**config.mk**
```make
export PLATFORM = sky130hd
export DESIGN_NAME = utx_transmitter
export DESIGN_NICKNAME = d
export VERILOG_FILES = /design/src/utx_pkg.sv /design/src/utx_transmitter.sv
export SDC_FILE = /design/constraint.sdc
export NUM_CORES = 1
export LEC_CHECK = 0
export BUFFER_PORTS_ARGS = -buffer_cell sky130_fd_sc_hd__buf_2
export CAP_MARGIN = 10
export CORE_AREA = 4 4 300 302
export CTS_CLUSTER_DIAMETER = 60
export DETAILED_ROUTE_END_ITERATION = 16
export DIE_AREA = 0 0 304 306
export PLACE_DENSITY = 0.5
export SLEW_MARGIN = 20
export SYNTH_ARGS = -nofsm -noshare
export SYNTH_HDL_FRONTEND = slang
export SYNTH_SLANG_ARGS = --single-unit
```
**constraint.sdc**
```tcl
create_clock -name sys_clk_in -period 4.5 [get_ports sys_clk_in]
set_input_delay 0.675 -clock sys_clk_in [delete_from_list [all_inputs] [get_ports sys_clk_in]]
set_output_delay 0.675 -clock sys_clk_in [all_outputs]
set_load 0.02 [all_outputs]
```
**src/utx_pkg.sv**
```systemverilog
// Purpose: constants shared by the UART transmit path
// Assumes: one 20 MHz clock, registers reached through write strobes
// Notes:   bit positions follow the register layouts of the device
package utx_pkg;
   // ***************************************************
   // Storage sizes
   // ***************************************************
   localparam int unsigned FIFO_DEPTH = 64;
   localparam int unsigned PTR_W      = 6;
   localparam int unsigned CNT_W      = 7;
   localparam logic [6:0]  CNT_FULL   = 7'h40;
   localparam logic [6:0]  CNT_ONE    = 7'h01;

   // ***************************************************
   // Reset values
   // ***************************************************
   localparam logic [7:0] DIV_LOW_RST  = 8'h01;
   localparam logic [7:0] DIV_HIGH_RST = 8'h00;
   localparam logic [7:0] FRAC_RST     = 8'h00;
   localparam logic [7:0] QCTRL_RST    = 8'h00;
   localparam logic [7:0] IEN_RST      = 8'h00;
   localparam logic [7:0] MODEM_RST    = 8'h00;
   localparam logic [7:0] LCTRL_RST    = 8'h03;

   // ***************************************************
   // Field positions
   // ***************************************************
   localparam int unsigned QCTRL_FIFO_EN_BIT = 0;
   localparam int unsigned IEN_TX_EMPTY_BIT  = 1;
   localparam int unsigned CAUSE_TX_BIT      = 1;
   localparam int unsigned LS_HOLD_EMPTY_BIT = 5;
   localparam int unsigned LS_SHIFT_EMPTY_BIT = 6;
   localparam int unsigned MODEM_PRESC_BIT   = 7;
   localparam int unsigned FRAC_LSB          = 0;
   localparam int unsigned MODE_LSB          = 4;
   localparam int unsigned LC_STOP_BIT       = 2;
   localparam int unsigned LC_PAR_EN_BIT     = 3;
   localparam int unsigned LC_PAR_EVEN_BIT   = 4;

   // ***************************************************
   // Sampling modes and bit periods
   // ***************************************************
   localparam logic [1:0] MODE_16X = 2'h0;
   localparam logic [1:0] MODE_8X  = 2'h1;
   localparam logic [1:0] MODE_4X  = 2'h2;
   localparam logic [4:0] TICKS_16X = 5'h10;
   localparam logic [4:0] TICKS_8X  = 5'h08;
   localparam logic [4:0] TICKS_4X  = 5'h04;
   localparam logic [1:0] PRESC_LAST = 2'h3;
   localparam logic [20:0] ACC_STEP = 21'h0_0010;

   typedef enum logic [4:0] {
      ST_IDLE   = 5'h01,
      ST_START  = 5'h02,
      ST_DATA   = 5'h04,
      ST_PARITY = 5'h08,
      ST_STOP   = 5'h10
   } utx_state_t;
endpackage : utx_pkg

```
**src/utx_transmitter.sv**
```systemverilog
// Purpose: transmit path of one UART channel with fractional divider
// Assumes: host write strobes are single-cycle pulses; 20 MHz clock
// Notes:   receiver, flow control and trigger levels are not here
//
// Notes on behaviour
// - Eight-bit shifter fed by a 64-byte queue entered via holding byte.
// - One serial bit lasts 16, 8 or 4 sampling ticks.
// - Character is start, data bits, optional parity, then stop bits.
// - Data bits go out least significant bit first.
// - With queue enabled, holding-byte writes go into the 64-byte queue.
// - Each accepted holding-byte write advances the write pointer by one; in a flush cycle it is set to 1.
// - Holding-empty flag sets when the last stored byte moves into the shifter.
// - Holding-empty raises transmit interrupt only while its enable is set.
// - Shifter-empty flag sets once nothing at all is left to send.
// - After reset the queue is disabled.
// - Divider reproduces table rates, e.g. 0/9C/4 gives 9600 at 24 MHz.
// - Mode code 00 selects 16X, 01 selects 8X, 10 selects 4X.
// - Low four fraction bits add 0 to 15/16 to the divisor.
// - Prescaler passes the clock or divides it by 4.
// - After reset the divisor is 1 with fraction zero.
`timescale 1ns/100ps
`default_nettype none
module utx_transmitter (
   input  wire logic       sys_clk_in,        // 20 MHz clock
   input  wire logic       arst_n_in,         // Async reset, low
   input  wire logic [7:0] wr_data_in,        // Write data for all strobes
   input  wire logic       hold_wr_in,        // Write tx_holding_byte
   input  wire logic       qctrl_wr_in,       // Write queue_control_reg
   input  wire logic       ien_wr_in,         // Write irq_enable_reg
   input  wire logic       lctrl_wr_in,       // Write line format
   input  wire logic       div_low_wr_in,     // Write divisor low byte
   input  wire logic       div_high_wr_in,    // Write divisor_high_byte
   input  wire logic       frac_wr_in,        // Write fraction_and_sampling_reg
   input  wire logic       modem_wr_in,       // Write modem_control_reg
   output logic [7:0]      line_state_out,    // line_state_reg view
   output logic [7:0]      irq_cause_out,     // irq_cause_reg view
   output logic            tx_irq_out,        // Transmit-empty interrupt
   output logic            txd_out            // Serial output
);
   // ***************************************************
   // Registers
   // ***************************************************
   logic [7:0] qctrl_q, ien_q, lctrl_q, div_low_q, div_high_q;
   logic [7:0] frac_q, modem_q;

   always_ff @(posedge sys_clk_in or negedge arst_n_in) begin
      if (!arst_n_in) begin
         qctrl_q    <= utx_pkg::QCTRL_RST;
         ien_q      <= utx_pkg::IEN_RST;
         lctrl_q    <= utx_pkg::LCTRL_RST;
         div_low_q  <= utx_pkg::DIV_LOW_RST;
         div_high_q <= utx_pkg::DIV_HIGH_RST;
         frac_q     <= utx_pkg::FRAC_RST;
         modem_q    <= utx_pkg::MODEM_RST;
      end else begin
         if (qctrl_wr_in) qctrl_q <= wr_data_in;
         if (ien_wr_in) ien_q <= wr_data_in;
         if (lctrl_wr_in) lctrl_q <= wr_data_in;
         if (div_low_wr_in) div_low_q <= wr_data_in;
         if (div_high_wr_in) div_high_q <= wr_data_in;
         if (frac_wr_in) frac_q <= wr_data_in;
         if (modem_wr_in) modem_q <= wr_data_in;
      end
   end

   logic fifo_en;
   logic [1:0] mode;
   assign fifo_en = qctrl_q[utx_pkg::QCTRL_FIFO_EN_BIT];
   assign mode    = frac_q[utx_pkg::MODE_LSB +: 2];

   // ***************************************************
   // Prescaler and fractional divider
   // ***************************************************
   logic [1:0]  presc_q;
   logic        presc_tick;
   logic [20:0] acc_q, acc_sum, div16;
   logic        samp_q;

   assign presc_tick = !modem_q[utx_pkg::MODEM_PRESC_BIT]
                       || (presc_q == utx_pkg::PRESC_LAST);
   always_ff @(posedge sys_clk_in or negedge arst_n_in) begin
      if (!arst_n_in) presc_q <= 2'h0;
      else presc_q <= presc_q + 2'h1;
   end

   assign div16   = {1'b0, div_high_q, div_low_q, frac_q[utx_pkg::FRAC_LSB +: 4]};
   assign acc_sum = acc_q + utx_pkg::ACC_STEP;

   // sixteenths accumulate, tick on overflow of divisor
   always_ff @(posedge sys_clk_in or negedge arst_n_in) begin
      if (!arst_n_in) begin
         acc_q  <= 21'h0_0000;
         samp_q <= 1'b0;
      end else begin
         samp_q <= 1'b0;
         if (presc_tick) begin
            if (acc_sum >= div16) begin
               acc_q  <= acc_sum - div16;
               samp_q <= 1'b1;
            end else begin
               acc_q <= acc_sum;
            end
         end
      end
   end

   logic [4:0] bit_ticks;
   always_comb begin
      case (mode)
         utx_pkg::MODE_8X: bit_ticks = utx_pkg::TICKS_8X;
         utx_pkg::MODE_4X: bit_ticks = utx_pkg::TICKS_4X;
         default:          bit_ticks = utx_pkg::TICKS_16X;
      endcase
   end

   // ***************************************************
   // Holding byte and queue
   // ***************************************************
   logic [7:0]             mem_q [utx_pkg::FIFO_DEPTH];
   logic [utx_pkg::PTR_W-1:0] wp_q, rp_q;
   logic [utx_pkg::CNT_W-1:0] cnt_q;
   logic                   full, push, pop, fifo_en_d1_q, flush;
   logic [utx_pkg::PTR_W-1:0] wr_idx;

   assign flush  = (fifo_en != fifo_en_d1_q);
   // A write in the flush cycle becomes the first entry, so none is lost
   assign wr_idx = flush ? '0 : wp_q;
   // Without the queue only one byte is held; extra writes are dropped
   assign full = fifo_en ? (cnt_q == utx_pkg::CNT_FULL)
                         : (cnt_q >= utx_pkg::CNT_ONE);
   assign push = hold_wr_in && (flush || !full);

   always_ff @(posedge sys_clk_in) begin
      if (push) mem_q[wr_idx] <= wr_data_in;
   end

   // Switching the queue on or off flushes it, as a fresh start
   always_ff @(posedge sys_clk_in or negedge arst_n_in) begin
      if (!arst_n_in) begin
         wp_q <= '0;
         rp_q <= '0;
         cnt_q <= '0;
         fifo_en_d1_q <= 1'b0;
      end else begin
         fifo_en_d1_q <= fifo_en;
         if (flush) begin
            wp_q  <= push ? 6'h01 : 6'h00;
            rp_q  <= '0;
            cnt_q <= push ? 7'h01 : 7'h00;
         end else begin
            if (push) wp_q <= wp_q + 6'h01;
            if (pop) rp_q <= rp_q + 6'h01;
            if (push && !pop) cnt_q <= cnt_q + 7'h01;
            else if (pop && !push) cnt_q <= cnt_q - 7'h01;
         end
      end
   end

   // ***************************************************
   // Shifter and frame sequencer
   // ***************************************************
   utx_pkg::utx_state_t state_q;
   logic [7:0] shreg_q;
   logic [4:0] sub_q;
   logic [2:0] bitn_q;
   logic       stop2_q, par_q, txd_q;
   logic       bit_end, have_data;
   logic [2:0] last_bit;

   assign bit_end   = samp_q && (sub_q == bit_ticks - 5'h01);
   assign have_data = (cnt_q != '0) && (fifo_en == fifo_en_d1_q);
   assign last_bit  = {1'b1, lctrl_q[1:0]};
   // load at idle or straight after the final stop bit
   assign pop = have_data && ((state_q == utx_pkg::ST_IDLE)
                || (state_q == utx_pkg::ST_STOP && bit_end && !stop2_q));

   always_ff @(posedge sys_clk_in or negedge arst_n_in) begin
      if (!arst_n_in) sub_q <= 5'h00;
      else if (state_q == utx_pkg::ST_IDLE || bit_end) sub_q <= 5'h00;
      else if (samp_q) sub_q <= sub_q + 5'h01;
   end

   always_ff @(posedge sys_clk_in or negedge arst_n_in) begin
      if (!arst_n_in) begin
         state_q <= utx_pkg::ST_IDLE;
         shreg_q <= 8'h00;
         bitn_q  <= 3'h0;
         stop2_q <= 1'b0;
         par_q   <= 1'b0;
         txd_q   <= 1'b1;
      end else begin
         case (state_q)
            utx_pkg::ST_IDLE: begin
               txd_q <= 1'b1;
               if (pop) begin
                  shreg_q <= mem_q[rp_q];
                  state_q <= utx_pkg::ST_START;
                  txd_q   <= 1'b0;
               end
            end
            utx_pkg::ST_START: if (bit_end) begin
               txd_q   <= shreg_q[0];
               par_q   <= shreg_q[0] ^ !lctrl_q[utx_pkg::LC_PAR_EVEN_BIT];
               shreg_q <= {1'b0, shreg_q[7:1]};
               bitn_q  <= 3'h0;
               state_q <= utx_pkg::ST_DATA;
            end
            utx_pkg::ST_DATA: if (bit_end) begin
               if (bitn_q == last_bit) begin
                  if (lctrl_q[utx_pkg::LC_PAR_EN_BIT]) begin
                     txd_q   <= par_q;
                     state_q <= utx_pkg::ST_PARITY;
                  end else begin
                     txd_q   <= 1'b1;
                     stop2_q <= lctrl_q[utx_pkg::LC_STOP_BIT];
                     state_q <= utx_pkg::ST_STOP;
                  end
               end else begin
                  txd_q   <= shreg_q[0];
                  par_q   <= par_q ^ shreg_q[0];
                  shreg_q <= {1'b0, shreg_q[7:1]};
                  bitn_q  <= bitn_q + 3'h1;
               end
            end
            utx_pkg::ST_PARITY: if (bit_end) begin
               txd_q   <= 1'b1;
               stop2_q <= lctrl_q[utx_pkg::LC_STOP_BIT];
               state_q <= utx_pkg::ST_STOP;
            end
            utx_pkg::ST_STOP: if (bit_end) begin
               if (stop2_q) begin
                  stop2_q <= 1'b0;
               end else if (pop) begin
                  shreg_q <= mem_q[rp_q];
                  txd_q   <= 1'b0;
                  state_q <= utx_pkg::ST_START;
               end else begin
                  state_q <= utx_pkg::ST_IDLE;
               end
            end
            default: state_q <= utx_pkg::ST_IDLE;
         endcase
      end
   end

   // ***************************************************
   // Status and interrupt
   // ***************************************************
   logic hold_empty, shift_empty;
   // empty once byte left holding storage
   assign hold_empty  = (cnt_q == '0);
   assign shift_empty = hold_empty && (state_q == utx_pkg::ST_IDLE);

   always_comb begin
      line_state_out = 8'h00;
      line_state_out[utx_pkg::LS_HOLD_EMPTY_BIT]  = hold_empty;
      line_state_out[utx_pkg::LS_SHIFT_EMPTY_BIT] = shift_empty;
      irq_cause_out = 8'h00;
      irq_cause_out[utx_pkg::CAUSE_TX_BIT] = tx_irq_out;
   end
   assign tx_irq_out = hold_empty && ien_q[utx_pkg::IEN_TX_EMPTY_BIT];
   assign txd_out    = txd_q;

   // ***************************************************
   // Checks
   // ***************************************************
   idle_high_a: assert property (
      @(posedge sys_clk_in) disable iff (!arst_n_in)
      state_q == utx_pkg::ST_IDLE && $past(state_q) == utx_pkg::ST_IDLE
      |-> txd_out) else $error("line not high when idle");
   start_low_a: assert property (
      @(posedge sys_clk_in) disable iff (!arst_n_in)
      state_q == utx_pkg::ST_START |-> !txd_out)
      else $error("start bit not low");
   lsb_first_a: assert property (
      @(posedge sys_clk_in) disable iff (!arst_n_in)
      state_q == utx_pkg::ST_START && bit_end
      |=> txd_out == $past(shreg_q[0])) else $error("first data bit not bit 0");
   tick_bound_a: assert property (
      @(posedge sys_clk_in) disable iff (!arst_n_in)
      state_q != utx_pkg::ST_IDLE |-> sub_q < bit_ticks)
      else $error("bit longer than sampling period");
   ptr_bump_a: assert property (
      @(posedge sys_clk_in) disable iff (!arst_n_in)
      push && fifo_en == fifo_en_d1_q |=> wp_q == $past(wp_q) + 6'h01)
      else $error("write pointer did not advance");
   queue_fill_a: assert property (
      @(posedge sys_clk_in) disable iff (!arst_n_in)
      fifo_en && fifo_en_d1_q && cnt_q == 7'h01 && hold_wr_in && !pop
      |=> cnt_q == 7'h02) else $error("queue did not take byte");
   hold_empty_a: assert property (
      @(posedge sys_clk_in) disable iff (!arst_n_in)
      !fifo_en && fifo_en_d1_q == fifo_en && pop
      |=> line_state_out[utx_pkg::LS_HOLD_EMPTY_BIT] || $past(push))
      else $error("holding empty not set on transfer");
   tx_irq_a: assert property (
      @(posedge sys_clk_in) disable iff (!arst_n_in)
      tx_irq_out |-> ien_q[utx_pkg::IEN_TX_EMPTY_BIT]
      && line_state_out[utx_pkg::LS_HOLD_EMPTY_BIT])
      else $error("interrupt without enable or empty");
   shift_empty_a: assert property (
      @(posedge sys_clk_in) disable iff (!arst_n_in)
      line_state_out[utx_pkg::LS_SHIFT_EMPTY_BIT]
      |-> txd_out && line_state_out[utx_pkg::LS_HOLD_EMPTY_BIT])
      else $error("shifter empty while sending");
   div_one_a: assert property (
      @(posedge sys_clk_in) disable iff (!arst_n_in)
      $past(div16) == 21'h0_0010 && !$past(modem_q[utx_pkg::MODEM_PRESC_BIT])
      && $past(samp_q) |-> samp_q) else $error("divisor one not every cycle");
endmodule : utx_transmitter
`default_nettype wire

```
==> results of run 1 <==
-- worst max-delay path by stage --
stage	from	endpoint	slack, ps	cells past startpoint
final	acc_q[4]$_DFFE_PN0P_	acc_q[1]$_DFFE_PN0P_	500	15
after global routing	acc_q[4]$_DFFE_PN0P_	acc_q[14]$_DFFE_PN0P_	180	17
after CTS	acc_q[4]$_DFFE_PN0P_	acc_q[1]$_DFFE_PN0P_	490	15
after detailed placement	acc_q[4]$_DFFE_PN0P_	acc_q[1]$_DFFE_PN0P_	510	15
after global placement	acc_q[4]$_DFFE_PN0P_	acc_q[1]$_DFFE_PN0P_	580	15
after floorplan	acc_q[4]$_DFFE_PN0P_	acc_q[8]$_DFFE_PN0P_	1000	15
-- final cells by class --
type / instances / area share
clock buffer: 92 / 0.0605
inverter: 41 / 0.00511
clock inverter: 30 / 0.0104
antenna: 1 / 0.0000831
multi-input combinational: 828 / 0.252
sequential: 610 / 0.593
tap: 1165 / 0.0484
timing repair buffer: 119 / 0.0307
-- synthesized netlist by cell type, types with 11 or more instances --
cell type / instances / area (sq um)
a21oi_1: 57 / 285
buf_2: 17 / 85.1
buf_4: 21 / 158
clkbuf_1: 40 / 150
dfrtp_1: 93 / 2330
edfxtp_1: 512 / 15400
ha_1: 30 / 375
inv_1: 41 / 154
mux2_2: 19 / 214
mux2i_1: 31 / 310
mux4_2: 145 / 3270
nand2_1: 67 / 251
nand2b_1: 11 / 68.8
nand3_1: 31 / 155
nand4_1: 15 / 93.8
nor2_1: 133 / 499
nor3_1: 14 / 70.1
o21ai_0: 76 / 380
o221ai_1: 14 / 123
xnor2_1: 33 / 289
xor2_1: 24 / 210
-- layer usage --
layer	up-vias	routed length [microns]	GRT usage
met4	0	1310	0.0394
met1	7322	27400	0.176
met3	78	2620	0.0190
met5	-	0	0
met2	312	30700	0.226
li1	6308	-	-
-- logic make-up after synthesis --
logic type,after synthesis
xor+xnor,57
compound gates,214
buf+inv,130
simple gates,318
mux,195
other cells,1
flops,610
fa+ha+maj,31
-- cell usage in the layout (no fill, tap or decap), types with 30 or more instances in the layout --
cell	netlist	layout
edfxtp_1	512	512
mux4_2	145	145
nor2_1	133	133
buf_4	21	93
dfrtp_1	93	89
o21ai_0	76	76
clkbuf_16	0	68
nand2_1	67	67
a21oi_1	57	56
inv_1	41	41
xnor2_1	33	33
nand3_1	31	31
mux2i_1	31	31
ha_1	30	30
-- state kept, by name, summed over array words and instances (netlist names), 2 cells and up --
name	flops
mem_q	512
cnt_q	7
div_high_q	8
state_q	5
wp_q	6
lctrl_q	5
frac_q	6
presc_q	2
rp_q	6
shreg_q	8
sub_q	5
acc_q	21
bitn_q	3
div_low_q	8
-- power groups by stage --
| stage | clock network, mW | registers [mW] | logic, mW |
|---|---|---|---|
| global placement | 0 | 6.94 | 4.17 |
| detailed placement | 0 | 6.91 | 4.27 |
| finish | 5.37 | 6.79 | 4.21 |
| CTS | 5.51 | 6.79 | 4.29 |
| global route | 5.74 | 6.83 | 4.64 |
| floorplan | 0 | 6.69 | 3.24 |
-- worst register-to-register path, delay by kind of cell, from the launching register on --
kind | cells | cell delay, ps
flip-flops | 1 | 420
XOR/XNOR | 1 | 150
multiplexers | 1 | 370
AND/OR/NAND/NOR | 6 | 1280
AO/OA/AOI/OAI | 4 | 750
buffers and inverters | 1 | 230
adder cells (fa/ha/maj) | 2 | 690
==> metrics.md, run 1 <==
| Metric | Value |
|---|---|
| Asr flop ratio synth | `0.161` |
| CP arrival | `4470 ps` |
| Clk_lat worst skew | `600 ps` |
| Cell-internal power | `11.5 mW` |
| Mux cell area share after synthesis | `0.146` |
| Postcts setup bufs | `0` |
| Cells on worst reg2reg path | `15` |
| Fmax | `0.250 GHz` |
| First-iteration detailed-routing DRC count | `961` |
| Number of fill cells | `8,301` |
| Via density | `4.86` |
| Die Area | `93,000 sq um` |
| Port buffer count | `22` |
| Hold_buf cts | `0` |
| Clock buffer depth | `3` |
| Largest stage delay, worst path | `420 ps` |
| RSZ-0062 raised after global routing | `false` |
| Worst vdd ir | `0.364 mV` |
| # rows | `109` |
| Pre-antenna DRT Iters | `6` |
| GP Congestion | `0.777` |
| CTS clk-pin slew, worst paths | `50 ps` |
| Crit path launch type | `flop` |
| Clk sinks | `610` |
| Worst hold slack | `104 ps` |
| Period Utilization, post-route | `0.888` |
| Max-cap violations | `0` |
| Wirelength, routed | `62,100 microns` |
| Starting Density | `0.296` |
| Core box area | `87,700 sq um` |
| Xor/xnor share of the synthesized area | `0.0192` |
| Vias in the first global route | `14.3k` |
| Layout overhead on the synthesized area | `15.9%` |
| Kind of critical path | `reg2reg` |
| Net Sw Frac | `0.301` |
| Leakage power | `9.93 nW` |
| Worst-margin pin slew | `1080 ps` |
| Main synth FF type | `edfxtp_1` |
| DRT antenna net count | `0` |
| Flop-to-flop setup slack | `500 ps` |
| CTS tree | `yes` |
| First-pass GRT wire length | `93,300 microns` |
| CP endpoint kind | `flop` |
| Final setup viols | `0` |
| Synth Area in Simple Gates | `0.0583` |
| CP Max Fanout | `29` |
| EDFF count, synth | `512` |
| Multi-input gate area | `7590 sq um` |
| Layout cells sized above 1 | `0.233` |
| CP top delay family | `simple AND/OR/NAND/NOR gates` |
| Chip width | `304 microns` |
| Post_cts resized | `0` |
| Worst slack, placed | `505 ps` |
| Switching power total | `4.92 mW` |
| Die H | `306 microns` |
| Clk root buf | `clkbuf_16` |
| R2r endpoint | `acc_q[1]$_DFFE_PN0P_` |
| Syn avg cell area | `16.7 sq um` |
| Status | `complete, no violations` |
| # IOs | `36` |
| Combinational family with the most area after synthesis | `multiplexers` |
| Final instance area | `30,100 sq um` |
| Initial antenna violation count | `1` |
| Critical path cell sequence | `ha_1 > nand4_1 > or2_2 > nor2_1 > nand2_1 > xnor2_1 > ha_1 > a21oi_1 > o21ai_0 > o2111ai_1 > nor2_1 > a21oi_2 > buf_4 > nor2_4 > mux2_2` |
| DP HPWL | `39,800 microns` |
| # placed instances | `2,763` |
| Netlist cell types | `74` |
| Drc violations | `0` |
| Worst EP required | `4970 ps` |
| Synth Instances | `1,556` |
| Max-slew violations | `0` |
| Synth Area in Compound Gates | `0.0512` |
| Routed WL per cell | `21.5 microns` |
| Post-Synth Adder-Cell Area | `0.0152` |
| Via Count | `14.0k` |
| Htree depth | `3` |
| HP Class | `in2async` |
| Reg2reg start | `acc_q[4]$_DFFE_PN0P_` |
| Worst setup margin | `502 ps` |
| Pwr dens | `544 nW/um^2` |
| Setup TNS | `0 ps` |
| Total CTS buffers | `68` |
| Slew headroom | `0.279` |
| CP max-delay cell | `dfrtp_1` |
| Clock power share | `0.328` |
| Synth warnings | `0` |
| Final #Nets | `1,717` |
| WP buf/inv | `1` |
| Placed Area | `28,000 sq um` |
| Total power | `16.4 mW` |
| Sequential fraction of the synthesis area | `0.686` |
| Yosys reg bits | `610` |
| Hold Vio Cnt, Final | `0` |
| Sequential cell area | `17,800 sq um` |
| Fin crit period | `4000 ps` |
| Share of total power in combinational logic | `0.257` |
| Gr usage total | `0.132` |
| Synth Cell Area | `26,000 sq um` |
| Final Instance Count excl. Fillers | `2,886` |
| Final Skew | `16.4 ps` |
| Congestion Overflow GR | `0` |
| Pin count of the biggest net entering global routing | `67` |
| Sequential power share | `0.415` |
| Finished Core Util | `0.343` |
Power figures use the tool's default switching activity.
==> run 2, diff against run 1 <==
ABC_AREA = 1   (was unset)
CORE_AREA = 4 4 311 313   (was 4 4 300 302)
DIE_AREA = 0 0 315 317   (was 0 0 304 306)
==> run 2 against run 1 <==
Flip-flop and latch count unchanged. Wire length is 25% higher. Die area is 7.3% higher. Power down 6.3%. Combinational power decreased by 31%. Global-route usage grew 2.2 points. Critical path type unchanged. Largest cell class unchanged.
==> metrics.md, run 2 <==
| Metric | Value |
|---|---|
| Status | `complete, no violations (unchanged)` |
| Largest registers | `mem_q x512, acc_q x21 (unchanged)` |
| Main synth FF type | `edfxtp_1 (unchanged)` |
| # IOs | `36 (unchanged)` |
| Clk_lat worst skew | `620 ps (was 600 ps)` |
| Via density | `4.68 (was 4.86)` |
| Largest Register | `mem_q (unchanged)` |
| Pwr dens | `484 nW/um^2 (was 544 nW/um^2)` |
| # placed instances | `4,016 (was 2,763)` |
| Netlist cell types | `52 (was 74)` |
| Most common cell after layout, fill and taps aside | `nand2_1 (was edfxtp_1)` |
| CP Max Fanout | `20 (was 29)` |
| CP arrival | `4090 ps (was 4470 ps)` |
| Worst vdd ir | `0.259 mV (was 0.364 mV)` |
| Fmax | `0.279 GHz (was 0.250 GHz)` |
| Most frequent cells in the layout | `nand2_1 (740), edfxtp_1 (512), nor2_1 (428) (was edfxtp_1 (512), mux4_2 (145), nor2_1 (133))` |
| Starting Density | `0.296 (about the same)` |
| Kind of critical path | `reg2reg (unchanged)` |
| Top cells by count, synth | `nand2_1 (740), edfxtp_1 (512), nor2_1 (428) (was edfxtp_1 (512), mux4_2 (145), nor2_1 (133))` |
| Synth Cell Area | `27,900 sq um (was 26,000 sq um)` |
| Gr usage total | `0.154 (was 0.132)` |
| Layout overhead on the synthesized area | `13.4% (was 15.9%)` |
| Total power | `15.3 mW (was 16.4 mW)` |
| Port buffer count | `22 (unchanged)` |
| Worst EP required | `5010 ps (was 4970 ps)` |
| Clk sinks | `610 (unchanged)` |
| Synth top area share | `0.550 (was 0.592)` |
| Sequential fraction of the synthesis area | `0.638 (was 0.686)` |
| Period Utilization, post-route | `0.797 (was 0.888)` |
| Multi-input gate area | `8730 sq um (was 7590 sq um)` |
| First-pass GRT wire length | `118,000 microns (was 93,300 microns)` |
| Hold_buf cts | `0 (unchanged)` |
| Fin crit period | `3590 ps (was 4000 ps)` |
| Top cell type by total area after synthesis | `edfxtp_1 (unchanged)` |
| Hold Vio Cnt, Final | `0 (unchanged)` |
| Placed Area | `29,300 sq um (was 28,000 sq um)` |
| Slew headroom | `0.267 (was 0.279)` |
| Routed WL per cell | `18.7 microns (was 21.5 microns)` |
| Leakage power | `12.2 nW (was 9.93 nW)` |
| Initial antenna violation count | `1 (unchanged)` |
| Post_cts resized | `0 (unchanged)` |
| Congestion Overflow GR | `0 (unchanged)` |
| Max reg flops | `512 (unchanged)` |
| Pin count of the biggest net entering global routing | `204 (was 67)` |
| Layout cells sized above 1 | `0.0871 (was 0.233)` |
| Sequential cell area | `17,800 sq um (about the same)` |
| GP Congestion | `0.838 (was 0.777)` |
| CTS tree | `yes (unchanged)` |
| Clock buffer depth | `3 (unchanged)` |
| Final setup viols | `0 (unchanged)` |
| Yosys reg bits | `610 (unchanged)` |
| Pre-antenna DRT Iters | `7 (was 6)` |
| Worst setup margin | `915 ps (was 502 ps)` |
| CP endpoint kind | `flop (unchanged)` |
| Final Skew | `21.3 ps (was 16.4 ps)` |
| Worst-margin pin slew | `1100 ps (was 1080 ps)` |
| Drc violations | `0 (unchanged)` |
| Final #Nets | `2,874 (was 1,717)` |
| Via Count | `19.4k (was 14.0k)` |
| Crit path launch type | `flop (unchanged)` |
| DP HPWL | `47,400 microns (was 39,800 microns)` |
| Asr flop ratio synth | `0.161 (unchanged)` |
| Syn avg cell area | `9.92 sq um (was 16.7 sq um)` |
| Postcts setup bufs | `0 (unchanged)` |
| Setup TNS | `0 ps (unchanged)` |
| Total CTS buffers | `72 (was 68)` |
| Max-cap violations | `0 (unchanged)` |
| First-iteration detailed-routing DRC count | `1,531 (was 961)` |
| Die Area | `99,900 sq um (was 93,000 sq um)` |
| Vias in the first global route | `19.0k (was 14.3k)` |
| DRT antenna net count | `0 (unchanged)` |
| Max-slew violations | `0 (unchanged)` |
| Die H | `317 microns (was 306 microns)` |
| # rows | `113 (was 109)` |
| Number of diodes | `0 (was 1)` |
| Final Instance Count excl. Fillers | `4,147 (was 2,886)` |
| Synth warnings | `0 (unchanged)` |
| RSZ-0062 raised after global routing | `false (unchanged)` |
| Final instance area | `31,700 sq um (was 30,100 sq um)` |
| EDFF count, synth | `512 (unchanged)` |
| Synth top area cells | `edfxtp_1 (55%), nand2_1 (9.9%), dfrtp_1 (8.3%), nor2_1 (5.7%), nand3_1 (5.2%) (was edfxtp_1 (59%), mux4_2 (13%), dfrtp_1 (9.0%), nor2_1 (1.9%), o21ai_0 (1.5%))` |
| Number of fill cells | `9,568 (was 8,301)` |
| Wirelength, routed | `77,500 microns (was 62,100 microns)` |
| Synth Instances | `2,818 (was 1,556)` |
| Most instantiated library cell after synthesis | `nand2_1 (was edfxtp_1)` |
| HP Class | `in2async (unchanged)` |
| Chip width | `315 microns (was 304 microns)` |
| Htree depth | `3 (unchanged)` |
| Worst slack, placed | `931 ps (was 505 ps)` |
| CTS clk-pin slew, worst paths | `60 ps (was 50 ps)` |
| Clk root buf | `clkbuf_16 (unchanged)` |
| Core box area | `94,300 sq um (was 87,700 sq um)` |
==> run 2: cell count changes in the layout (fill, tap and decap cells not counted), sizes merged, moves of 109 or more <==
cell   previous run  this run
inv              48       185
mux4            145         0
nand2            67       749
nand3            31       298
nor2            135       452
o21ai            78       187
==> run 2: cell families after synthesis <==
kind of cell | share of synthesized area
AOI/OAI and AO/OA | 0.0486
xor gates and xnor gates | 0.0119
adders and majority gates | 0.0141
buffers and inverters | 0.0512
DFF | 0.638
muxes | 0.00278
other | 0.000134
and+or+nand+nor | 0.233
==> run 2: routing by layer <==
metal | part of all wire | global-route usage | up-vias
li1 | - | - | 9455
met2 | 0.47 | 0.250 | 511
met1 | 0.45 | 0.212 | 9307
met5 | 0.00017 | 0 | -
met4 | 0.032 | 0.0556 | 2
met3 | 0.051 | 0.0229 | 140
==> run 2: where the power goes <==
group	internal [mW]	switching, mW
sequential	6.40	0.210
clock	3.46	2.39
combinational	0.950	1.94
==> run 2: worst max-delay path, stage by stage, from the launching register on <==
cell	delay, ps
dfrtp_1	400
nand3_1	120
nor2_1	190
nand2_1	100
nor2_1	370
nand3_1	140
nand2_1	90
nand2_1	80
ha_1	340
nand2_1	150
nor2_1	90
nand2_1	90
inv_1	60
nand2_1	60
nand3_1	100
nor2_4	320
nand2_2	380
nand2_4	230
inv_2	50
nand2_1	60
nand2_1	50
==> run 2: layout make-up <==
class                           instances  share of cell area
Sequential cell                       610               0.563
Multi-Input combinational cell       1896               0.275
Clock buffer                           86              0.0602
Tap cell                             1265              0.0499
Inverter                              181              0.0217
Timing Repair Buffer                   64              0.0152
Clock inverter                         45              0.0145
==> run 2: final timing paths <==
path                                      start                endpoint  slack [ps]  cells past startpoint
max reg2reg                acc_q[4]$_DFFE_PN0P_    acc_q[1]$_DFFE_PN0P_         910                     20
min                                   arst_n_in    acc_q[7]$_DFFE_PN0P_          50                      1
min in group sys_clk_in             modem_wr_in  modem_q[7]$_DFFE_PN0P_         260                      2
max                        acc_q[4]$_DFFE_PN0P_    acc_q[1]$_DFFE_PN0P_         910                     20
max in group asynchronous             arst_n_in     rp_q[0]$_DFFE_PN0P_        3490                      2
min reg2reg                presc_q[0]$_DFF_PN0_    presc_q[0]$_DFF_PN0_         420                      1
==> run 2: metrics by stage <==
step,util,hold WS (ps)
2_1_floorplan,-,379
3_3_place_gp,0.311,421
3_5_place_dp,0.311,417
4_1_cts,0.336,43.8
5_1_grt,0.336,69.8
6_report,0.336,45.5
==> run 3, diff against run 2 <==
PLACE_DENSITY = 0.51   (was 0.5)
clock period = 3.1 ns   (was 4.5 ns; I/O delays follow)
==> run 3 against run 2 <==
Fmax rose by 23%. Hold slack improved by 3.4 ps. Largest power group unchanged. Largest cell class unchanged. Register-to-register slack got worse by 740 ps. Clock skew fell by 2.8 ps. Flip-flop and latch count did not move. Highest routed layer is now met4.
==> metrics.md, run 3 (same netlist as run 2, synthesis figures left out) <==
| Metric | Value |
|---|---|
| Status | `complete, no violations (unchanged)` |
| Routed WL per cell | `17.8 microns (was 18.7 microns)` |
| Most common cell after layout, fill and taps aside | `nand2_1 (unchanged)` |
| # placed instances | `4,099 (was 4,016)` |
| CP max-delay cell | `dfrtp_1 (unchanged)` |
| Final Skew | `18.6 ps (was 21.3 ps)` |
| Crit path launch type | `flop (unchanged)` |
| Vias in the first global route | `19.4k (was 19.0k)` |
| Layout overhead on the synthesized area | `17.5% (was 13.4%)` |
| CTS clk-pin slew, worst paths | `50 ps (was 60 ps)` |
| Max-slew violations | `0 (unchanged)` |
| Pre-antenna DRT Iters | `5 (was 7)` |
| First-pass GRT wire length | `116,000 microns (was 118,000 microns)` |
| Die H | `317 microns (unchanged)` |
| Die Area | `99,900 sq um (unchanged)` |
| Number of fill cells | `9,602 (was 9,568)` |
| Worst-margin pin slew | `1010 ps (was 1100 ps)` |
| CP top delay family | `simple AND/OR/NAND/NOR gates (unchanged)` |
| Chip width | `315 microns (unchanged)` |
| Leakage power | `12.8 nW (was 12.2 nW)` |
| Clk root buf | `clkbuf_16 (unchanged)` |
| Fin crit period | `2920 ps (was 3590 ps)` |
| WP buf/inv | `2 (unchanged)` |
| Period Utilization, post-route | `0.943 (was 0.797)` |
| Initial antenna violation count | `2 (was 1)` |
| Final Instance Count excl. Fillers | `4,246 (was 4,147)` |
| Drc violations | `0 (unchanged)` |
| Kind of critical path | `reg2reg (unchanged)` |
| Setup TNS | `0 ps (unchanged)` |
| Htree depth | `3 (unchanged)` |
| Worst slack, placed | `63.4 ps (was 931 ps)` |
| Wire length on met2 | `36,000 microns (was 36,100 microns)` |
| Clock buffer depth | `3 (unchanged)` |
| CP Max Fanout | `6 (was 20)` |
| Max reg flops | `512 (unchanged)` |
| GP Congestion | `0.836 (was 0.838)` |
| Hold Vio Cnt, Final | `0 (unchanged)` |
| Worst vdd ir | `0.346 mV (was 0.259 mV)` |
| Port buffer count | `22 (unchanged)` |
| Starting Density | `0.296 (unchanged)` |
| Wirelength, routed | `75,800 microns (was 77,500 microns)` |
| Largest registers | `mem_q x512, acc_q x21 (unchanged)` |
| Placed Area | `30,100 sq um (was 29,300 sq um)` |
| # rows | `113 (unchanged)` |
| HP Class | `in2reg (was in2async)` |
| Clk_lat worst skew | `620 ps (about the same)` |
| Met3 wire len | `3380 microns (was 3960 microns)` |
| DP HPWL | `46,800 microns (was 47,400 microns)` |
| Total CTS buffers | `76 (was 72)` |
| Layout cells sized above 1 | `0.126 (was 0.0871)` |
| Largest Register | `mem_q (unchanged)` |
| Largest stage delay, worst path | `390 ps (was 400 ps)` |
| Worst setup margin | `178 ps (was 915 ps)` |
| DRT antenna net count | `0 (unchanged)` |
| Congestion Overflow GR | `0 (unchanged)` |
| # IOs | `36 (unchanged)` |
| Via Count | `19.6k (was 19.4k)` |
| Final setup viols | `0 (unchanged)` |
| Fmax | `0.342 GHz (was 0.279 GHz)` |
| Final instance area | `32,800 sq um (was 31,700 sq um)` |
| Pwr dens | `701 nW/um^2 (was 484 nW/um^2)` |
| Most frequent cells in the layout | `nand2_1 (735), edfxtp_1 (512), nor2_1 (421) (was nand2_1 (740), edfxtp_1 (512), nor2_1 (428))` |
| Cell mode on critical path | `nand2_1 (unchanged)` |
| Clk sinks | `610 (unchanged)` |
| CP endpoint kind | `flop (unchanged)` |
| Max Used Layer | `met4 (was met5)` |
| Critical path cell sequence | `ha_2 > nand2_2 > nor2_4 > nand2_4 > nor2_4 > nand2_1 > xor2_2 > inv_1 > ha_4 > a21oi_1 > nand2_1 > nand2_1 > nand3_1 > nor2_4 > nand2_4 > buf_4 > nand2_1 > nand2_1 > nand2_1 > nand2_1 (was nand3_1 > nor2_1 > nand2_1 > nor2_1 > nand3_1 > nand2_1 > nand2_1 > ha_1 > nand2_1 > nor2_1 > nand2_1 > inv_1 > nand2_1 > nand3_1 > nor2_4 > nand2_2 > nand2_4 > inv_2 > nand2_1 > nand2_1)` |
| M1 wire length | `34,500 microns (was 35,000 microns)` |
| CTS tree | `yes (unchanged)` |
| Max-cap violations | `0 (unchanged)` |
| Final #Nets | `2,966 (was 2,874)` |
| Worst EP required | `3600 ps (was 5010 ps)` |
| Gr usage total | `0.151 (was 0.154)` |
| Finished Core Util | `0.348 (was 0.336)` |
| Core box area | `94,300 sq um (unchanged)` |
| Pin count of the biggest net entering global routing | `84 (was 204)` |
| First-iteration detailed-routing DRC count | `1,511 (was 1,531)` |
| Slew headroom | `0.325 (was 0.267)` |
| Via density | `4.62 (was 4.68)` |
| CP arrival | `3420 ps (was 4090 ps)` |
[run 3: final timing paths]
| path | slack [ps] | from | to | cells after the start |
|---|---|---|---|---|
| worst min-delay path | 50 | ien_wr_in | ien_q[1]$_DFFE_PN0P_ | 2 |
| max in group asynchronous | 1950 | arst_n_in | rp_q[3]$_DFFE_PN0P_ | 3 |
| worst max register to register | 180 | acc_q[4]$_DFFE_PN0P_ | acc_q[17]$_DFFE_PN0P_ | 20 |
| worst max-delay path | 180 | acc_q[4]$_DFFE_PN0P_ | acc_q[17]$_DFFE_PN0P_ | 20 |
| worst min register to register | 430 | presc_q[0]$_DFF_PN0_ | presc_q[0]$_DFF_PN0_ | 1 |
| min in group asynchronous | 410 | arst_n_in | div_low_q[1]$_DFFE_PN0P_ | 2 |
[run 3: power by group]
part | switching [mW] | internal [mW]
logic | 2.92 | 1.72
registers | 0.300 | 9.28
clock network | 3.53 | 5.27
[run 3: area by class of cell]
class | instances | area (sq um) | area share
clock inverters | 45 | 417 | 0.0127
clock buffers | 96 | 2100 | 0.0640
repair buffers | 152 | 1310 | 0.0400
multi-input cells | 1896 | 8880 | 0.271
flip-flops and latches | 610 | 17800 | 0.543
well taps | 1265 | 1580 | 0.0482
inverters | 181 | 688 | 0.0210
diodes | 1 | 2.50 | 0.0000762
[run 3: repair_timing]
item                       4_1_cts  5_1_grt
buffers inserted                 0        3
hold buffers                     1        0
resized for setup                0       31
setup endpoints to repair        0       22
hold endpoints to repair        37        0
[run 3: stage by stage]
| stage | hold slack (ps) | total power [mW] |
|---|---|---|
| floorplan | 169 | 12.8 |
| global placement | 424 | 14.1 |
| detailed placement | 430 | 14.1 |
| CTS | 1.34 | 23.0 |
| global route | 34.0 | 24.3 |
| finish | 48.9 | 23.0 |
[run 3: metal layers]
metal  global-route usage  vias to the layer above
li1                     -                     9623
met1                0.204                     9503
met2                0.250                      401
met3               0.0253                      109
met4               0.0443                        0
met5                    0                        -
